**config.mk**
```make
export PLATFORM = sky130hd
export DESIGN_NAME = rpec_top
export DESIGN_NICKNAME = d
export VERILOG_FILES = /design/src/rpec_pkg.sv /design/src/rpec_sync.sv /design/src/rpec_top.sv
export SDC_FILE = /design/constraint.sdc
export NUM_CORES = 1
export LEC_CHECK = 0
export BUFFER_PORTS_ARGS = -buffer_cell sky130_fd_sc_hd__clkbuf_2
export CORE_AREA = 5 5 42 44
export DETAILED_ROUTE_END_ITERATION = 8
export DIE_AREA = 0 0 47 49
export HOLD_SLACK_MARGIN = 0.06
export SETUP_SLACK_MARGIN = 0.2
export SYNTH_ARGS = -nofsm -noshare
export SYNTH_HDL_FRONTEND = slang
export SYNTH_SLANG_ARGS = --single-unit
```
**constraint.sdc**
```tcl
create_clock -name i_clock -period 1.4 [get_ports i_clock]
set_input_delay 0.14 -clock i_clock [delete_from_list [all_inputs] [get_ports i_clock]]
set_output_delay 0.14 -clock i_clock [all_outputs]
set_load 0.01 [all_outputs]
```
**src/rpec_pkg.sv**
```systemverilog
// package for the radio power enable and reset control block
//
// How it works
// - in shutdown every output of the device floats and most input receivers are switched off.
// - leaving shutdown is a fresh power-up, so no state from before it survives.
// - a high wlan power enable turns the regulators on and lets the wlan section out of reset.
// - a low wlan power enable keeps the wlan section in reset whatever bluetooth asks.
// - the regulator enable is the or of the two power enables.
// - with both power enables low every regulator is off and the part is powered down.
// - each power enable pin has a pull-down that is on after reset and software may turn off.
// - the reference clock input buffer is on only while active, and off while asleep or in shutdown.
// - the bluetooth power enable likewise holds or releases the bluetooth section reset.
package rpec_pkg;
  // -------------------------------------------------------------
  // synchroniser and state
  // -------------------------------------------------------------
  localparam int unsigned RPEC_SYNC_STAGES = 2;
  localparam logic        RPEC_PULL_RESET  = 1'h1;
  typedef enum logic [1:0] {
    RPEC_OFF,
    RPEC_ACTIVE,
    RPEC_SLEEP
  } rpec_state_e;
  typedef struct packed {
    logic wlan;
    logic bluetooth;
  } rpec_enable_s;
endpackage : rpec_pkg

```
**src/rpec_sync.sv**
```systemverilog
// two-flop level synchroniser for the power enable pins
`timescale 1ns/1ps
`default_nettype none
module rpec_sync
  import rpec_pkg::*;
#(
  parameter int unsigned WIDTH = 2
) (
  // clock and reset
  input  wire logic             i_clock,
  input  wire logic             i_reset,
  // levels
  input  wire logic [WIDTH-1:0] i_async,
  output var  logic [WIDTH-1:0] o_sync
);
  logic [WIDTH-1:0] meta_reg;
  logic [WIDTH-1:0] meta_next;
  logic [WIDTH-1:0] sync_next;

  always_comb begin
    meta_next = i_async;
    sync_next = meta_reg;
  end

  always_ff @(posedge i_clock) begin
    if (i_reset) begin
      meta_reg <= '0;
      o_sync   <= '0;
    end else begin
      meta_reg <= meta_next;
      o_sync   <= sync_next;
    end
  end
endmodule : rpec_sync
`default_nettype wire

```
**src/rpec_top.sv**
```systemverilog
// power enable, section reset and shutdown control
`timescale 1ns/1ps
`default_nettype none
module rpec_top
  import rpec_pkg::*;
(
  // always-on clock and reset
  input  wire logic i_clock,
  input  wire logic i_reset,
  // power enable pins from the host
  input  wire logic i_wlan_power_enable,
  input  wire logic i_bluetooth_power_enable,
  // settings from the internal software
  input  wire logic i_pull_down_disable,
  input  wire logic i_sleep_request,
  // power and reset controls
  output var  logic o_regulator_enable,
  output var  logic o_wlan_reset_n,
  output var  logic o_bluetooth_reset_n,
  output var  logic o_pull_down_enable,
  output var  logic o_ref_clock_buffer_enable,
  output var  logic o_output_enable,
  output var  logic o_input_enable,
  output var  logic o_core_clear
);
  // -------------------------------------------------------------
  // pin synchronisation
  // -------------------------------------------------------------
  rpec_enable_s pins_async;
  rpec_enable_s pins_sync;

  assign pins_async = '{wlan: i_wlan_power_enable, bluetooth: i_bluetooth_power_enable};

  rpec_sync #(.WIDTH(2)) u_sync (
    .i_clock (i_clock),
    .i_reset (i_reset),
    .i_async (pins_async),
    .o_sync  (pins_sync)
  );

  // -------------------------------------------------------------
  // power state
  // -------------------------------------------------------------
  rpec_state_e state_reg;
  rpec_state_e state_next;
  logic        any_on;
  logic        pull_next;
  logic        prev_off_reg;
  logic        prev_off_next;
  logic        regulator_next;
  logic        wlan_reset_n_next;
  logic        bluetooth_reset_n_next;
  logic        buffer_next;
  logic        io_enable_next;
  logic        core_clear_next;

  assign any_on = pins_sync.wlan | pins_sync.bluetooth;

  always_comb begin
    state_next = state_reg;
    case (state_reg)
      RPEC_OFF: begin
        if (any_on) begin
          state_next = RPEC_ACTIVE;
        end
      end
      RPEC_ACTIVE: begin
        if (!any_on) begin
          state_next = RPEC_OFF;
        end else if (i_sleep_request) begin
          state_next = RPEC_SLEEP;
        end
      end
      default: begin
        if (!any_on) begin
          state_next = RPEC_OFF;
        end else if (!i_sleep_request) begin
          state_next = RPEC_ACTIVE;
        end
      end
    endcase
  end

  // the pull-down setting lives in the powered domain and is lost in shutdown
  always_comb begin
    pull_next = ~i_pull_down_disable;
    if (state_reg == RPEC_OFF) begin
      pull_next = RPEC_PULL_RESET;
    end
  end

  // -------------------------------------------------------------
  // output decode
  // -------------------------------------------------------------
  // the regulator, buffer and io enables are decoded from the next state, so they change on the same edge as the state
  // core clear overlaps the first powered cycle so the rest of the chip leaves reset cleanly
  always_comb begin
    prev_off_next          = (state_next == RPEC_OFF);
    regulator_next         = (state_next != RPEC_OFF);
    wlan_reset_n_next      = pins_sync.wlan;
    bluetooth_reset_n_next = pins_sync.bluetooth;
    buffer_next            = (state_next == RPEC_ACTIVE);
    io_enable_next         = (state_next != RPEC_OFF);
    core_clear_next        = prev_off_next | prev_off_reg;
  end

  always_ff @(posedge i_clock) begin
    if (i_reset) begin
      state_reg                 <= RPEC_OFF;
      prev_off_reg              <= 1'h1;
      o_regulator_enable        <= 1'h0;
      o_wlan_reset_n            <= 1'h0;
      o_bluetooth_reset_n       <= 1'h0;
      o_pull_down_enable        <= RPEC_PULL_RESET;
      o_ref_clock_buffer_enable <= 1'h0;
      o_output_enable           <= 1'h0;
      o_input_enable            <= 1'h0;
      o_core_clear              <= 1'h1;
    end else begin
      state_reg                 <= state_next;
      prev_off_reg              <= prev_off_next;
      o_regulator_enable        <= regulator_next;
      o_wlan_reset_n            <= wlan_reset_n_next;
      o_bluetooth_reset_n       <= bluetooth_reset_n_next;
      o_pull_down_enable        <= pull_next;
      o_ref_clock_buffer_enable <= buffer_next;
      o_output_enable           <= io_enable_next;
      o_input_enable            <= io_enable_next;
      o_core_clear              <= core_clear_next;
    end
  end
endmodule : rpec_top
`default_nettype wire

```
* After elaboration in Yosys (flattened, before gate mapping)
Index checks and enable logic that the tools add are counted.
** Storage, ports and cells
- Input bits :: 6
- Output and inout port bits :: 8
- Bits in registers :: 13
** Operators by class
- Muxes and demuxes :: 6
- Bitwise logic cells :: 3
- Equal/unequal tests :: 2
- Reductions and logical operators :: 4
** Operators by type and width (count)
- 2-bit 2-to-1 mux :: 5
- 2-bit by 1-bit equality test with 1-bit output, second input constant :: 2
- 2-bit zero test :: 2
- 2-bit one-hot mux with 2 select lines :: 1
- 1-bit bitwise OR :: 2
- 2-bit nonzero test :: 1
- 2-bit OR reduction :: 1
- 1-bit inverter :: 1

* Longest topological paths before layout
- Depth after elaboration :: 5
- Mapped depth :: 2

* Modules after synthesis
From an unflattened synthesis, not the netlist that was laid out.
** Unflattened totals
- Cells, all modules :: 31
- Area total of the unflattened synthesis :: 386.6 µm²
** Modules (own cells, without submodules)
- rpec_top :: cells an instance 23, instances 1, area each 281.5 µm²
- rpec_sync :: cells an instance 8, instances 1, area each 105.1 µm²

* Least setup slack after synthesis
Ideal clock, no wire load.
- Path kind :: register to register
- Start point :: register u_sync.o_sync[1]
- End point :: register o_core_clear
- Path buffers :: 0
- Setup slack :: 0.653 ns
- Data required time :: 1.280 ns
- Cell stages (with the launch flop) :: 3
- Period minus slack after synthesis :: 0.747 ns
- Arrival time :: 0.628 ns
- Path through :: dfxtp_1 > o21bai_4 > or2_1
** On the way
- Word-level cells in the longest chain between the ends :: 5
- Elaborated cells on any way between the ends :: 7
- Classes of those cells :: mux: 4; bitwise: 2; reduce/logical: 1
** Ends and longest elaborated chain
- start, declared :: RTL line rpec_sync.sv:14 : output var logic [WIDTH-1:0] o_sync
- start signal, assigned :: RTL line rpec_sync.sv:31 : o_sync <= sync_next;
- 1-bit bitwise OR (*) :: RTL line rpec_top.sv:57 : assign any_on = pins_sync.wlan | pins_sync.bluetooth;
- 2-bit 2-to-1 mux (on tied branches) :: RTL line rpec_top.sv:75, rpec_top.sv:63, rpec_top.sv:68
- 2-bit one-hot mux with 2 select lines (*) :: RTL line rpec_top.sv:61 : case (state_reg)
- 2-bit zero test (*) :: RTL line rpec_top.sv:98 : prev_off_next = (state_next == RPEC_OFF);
- 1-bit bitwise OR (*) :: RTL line rpec_top.sv:104 : core_clear_next = prev_off_next | prev_off_reg;
- end signal, assigned :: RTL line rpec_top.sv:129 : o_core_clear <= core_clear_next;
- end, declared :: RTL line rpec_top.sv:24 : output var logic o_core_clear
Every way passes the cells marked *; elsewhere a longest branch is shown, timed or not.
A chain may end at the register's enable or synchronous reset.

==> load_flow_metrics.sql <==
INSERT INTO impl_metrics (metric_group, metric, value, unit) VALUES
('route', 'ant_nets', '0', ''),
('critical_path', 'reg2regPathDepth', '2', ''),
('critical_path', 'timing.rr.end', 'o_core_clear$_SDFF_PP1_', ''),
('place', 'portBuffers', '13', ''),
('global_routing', 'largest_net_degree_at_the_start_of_global_routing', '9', ''),
('critical_path', 'crit_path_cell_trace', 'clkbuf_2', ''),
('place', 'place_ws', '0.603', 'ns'),
('synth', 'synth.distinct_cells', '12', ''),
('floorplan', 'placementRows', '14', ''),
('global_routing', 'gr_util_met1', '5.17', '%'),
('critical_path', 'cp_num_cells', '1', ''),
('global_routing', 'grt_first_pass_wirelength', '869', 'µm'),
('finish', 'layout.area.seq', '260', 'µm²'),
('finish', 'post_route_cells_drive_above_1_share', '36.2', '%'),
('route', 'drt-total-wl', '544', 'µm'),
('clock_tree', 'cts_tree', 'done', ''),
('hold_path', 'hold_path.class', 'input pin to register', ''),
('clock_tree', 'clock_tree.root_cell', 'sky130_fd_sc_hd__clkbuf_4', ''),
('route', 'vias', '241', ''),
('timing', 'fin_tns_setup', '0', 'ns'),
('global_routing', 'grtUsageTotal', '5.74', '%'),
('finish', 'syn_to_final_growth', '27.3', '%'),
('synth', 'synth.avg_cell_area', '12.6', 'µm²'),
('timing', 'finalCritPeriodShare', '63.5', '%'),
('synth', 'netlist.area_leader.share', '66.9', '%'),
('critical_path', 'r2r_slack', '0.61', 'ns'),
('synth', 'synth_seq_cells', '13', ''),
('floorplan', 'die_area', '2300', 'µm²'),
('timing', 'post-route-worst-setup-slack', '0.511', 'ns'),
('synth', 'post_synth_instance_area', '389', 'µm²'),
('critical_path', 'crit-reg2reg-launch', 'u_sync.o_sync[1]$_SDFF_PP0_', ''),
('critical_path', 'family_of_cells_with_the_greatest_summed_delay_on_the_critical_path', 'flip-flops', ''),
('finish', 'finalNetCount', '54', ''),
('synth', 'ys_seq_area_share', '66.9', '%'),
('finish', 'fillCellCount', '157', ''),
('timing', 'max_clock_freq', '1.13', 'GHz'),
('timing', 'clock-skew-final', '0.00440', 'ns'),
('floorplan', 'core', '1400', 'µm²'),
('critical_path', 'setup.worst_path.end', 'o_output_enable', ''),
('floorplan', 'ioPinCount', '14', ''),
('finish', 'multi_input_area', '106', 'µm²'),
('floorplan', 'start_util', '27.8', '%'),
('route', 'drt-pass1-iter-count', '1', ''),
('clock_tree', 'postCtsSetupBuffers', '0', ''),
('route', 'wl_per_cell', '8.63', 'µm'),
('critical_path', 'max_stage_delay', '0.35', 'ns'),
('route', 'vias_per_cell', '3.83', ''),
('clock_tree', 'cts_max_path_buffers', '2', ''),
('global_routing', 'grtUsageMet3', '2.58', '%'),
('critical_path', 'worst_setup_path_end_kind', 'output pin', ''),
('synth', 'synthesis.yosys.warnings', '0', ''),
('timing', 'worst_slew_margin_rel', '88.0', '%'),
('synth', 'synth_cells', '31', ''),
('critical_path', 'crit_type', 'register to output pin', ''),
('timing', 'report.final.setup_viol', '0', ''),
('clock_tree', 'numCtsBuffers', '3', ''),
('critical_path', 'worstPathArrival', '0.75', 'ns'),
('timing', 'final_hold_viols', '0', ''),
('global_routing', 'vias_in_the_first_global_route', '223', ''),
('floorplan', 'die_w', '47', 'µm'),
('global_routing', 'gr-total-overflow', '0', ''),
('place', 'routabilityCongestion', '0.683', ''),
('timing', 'rsz0062_at_grt', 'false', ''),
('critical_path', 'worstSetupStartpoint', 'o_input_enable$_SDFF_PP0_', ''),
('synth', 'netlist.top_cell.by_area', 'sky130_fd_sc_hd__dfxtp_1', ''),
('critical_path', 'cpMaxStageDelayCell', 'sky130_fd_sc_hd__dfxtp_1', ''),
('clock_tree', 'cts_repair_resize_count', '0', ''),
('clock_tree', 'cts-htree-levels', '1', ''),
('timing', 'final-max-slew-violation-count', '0', ''),
('run_status', 'run_status', 'complete, no violations', ''),
('global_routing', 'grt_antenna_before_repair', '0', '');
## per-layer routing
layer / vias to the layer above / part of all wire (%) / routed length, µm
met1: 100 / 42 / 230
met2: 12 / 41 / 225
met5: - / 0 / 0
met4: 0 / 0.92 / 5
li1: 127 / - / -
met3: 2 / 15 / 83
## worst min-delay path by stage
stage / to / cells past startpoint
after floorplan: state_reg[0]$_SDFF_PP0_ / 1
after global placement: o_pull_down_enable$_SDFF_PP1_ / 2
after detailed placement: state_reg[0]$_SDFF_PP0_ / 2
after CTS: u_sync.meta_reg[1]$_SDFF_PP0_ / 2
after global routing: o_pull_down_enable$_SDFF_PP1_ / 2
final: o_pull_down_enable$_SDFF_PP1_ / 2
## cells by family (layout without fill, tap and decap cells)
logic type	after synthesis	count (layout)	synth area share (%)
AND/OR/NAND/NOR	9	9	15.8
flip-flops	13	13	66.9
XOR/XNOR	1	1	2.25
AO/OA/AOI/OAI	4	4	9.32
buffers and inverters	4	20	5.79
## layout make-up
class	count	share of cell area [%]
Inverter	2	1.52
Clock buffer	4	5.30
Multi-Input combinational cell	14	21.5
Sequential cell	13	52.5
Timing Repair Buffer	14	15.2
Tap cell	16	4.04
## per-stage QoR
stage          hold slack (ns)  instances  util, %  power [mW]  area [µm²]
5_1_grt                 0.0723         63     35.4       0.681         495
4_1_cts                 0.0609         63     35.4       0.663         495
6_report                0.0680         63     35.4       0.648         495
3_5_place_dp             0.339         58     32.8       0.434         459
3_3_place_gp             0.344         58     32.8       0.433         459
2_1_floorplan            0.230         31        -       0.419         389
## power breakdown
group / switching [mW] / internal, mW
registers: 0.00605 / 0.383
logic: 0.0158 / 0.0217
clock network: 0.111 / 0.110
## cell usage after synthesis
cell type / n
sky130_fd_sc_hd__a21oi_1: 1
sky130_fd_sc_hd__and2b_1: 6
sky130_fd_sc_hd__buf_4: 2
sky130_fd_sc_hd__dfxtp_1: 13
sky130_fd_sc_hd__inv_1: 2
sky130_fd_sc_hd__nor2_1: 1
sky130_fd_sc_hd__nor2b_1: 1
sky130_fd_sc_hd__o211ai_1: 1
sky130_fd_sc_hd__o21ai_0: 1
sky130_fd_sc_hd__o21bai_4: 1
sky130_fd_sc_hd__or2_1: 1
sky130_fd_sc_hd__xor2_1: 1
## timing repair
action                                  CTS  global route
hold endpoints to repair                  1             0
hold buffers                              1             0
endpoints found under the setup margin    0             0
Power figures use the tool's default switching activity.
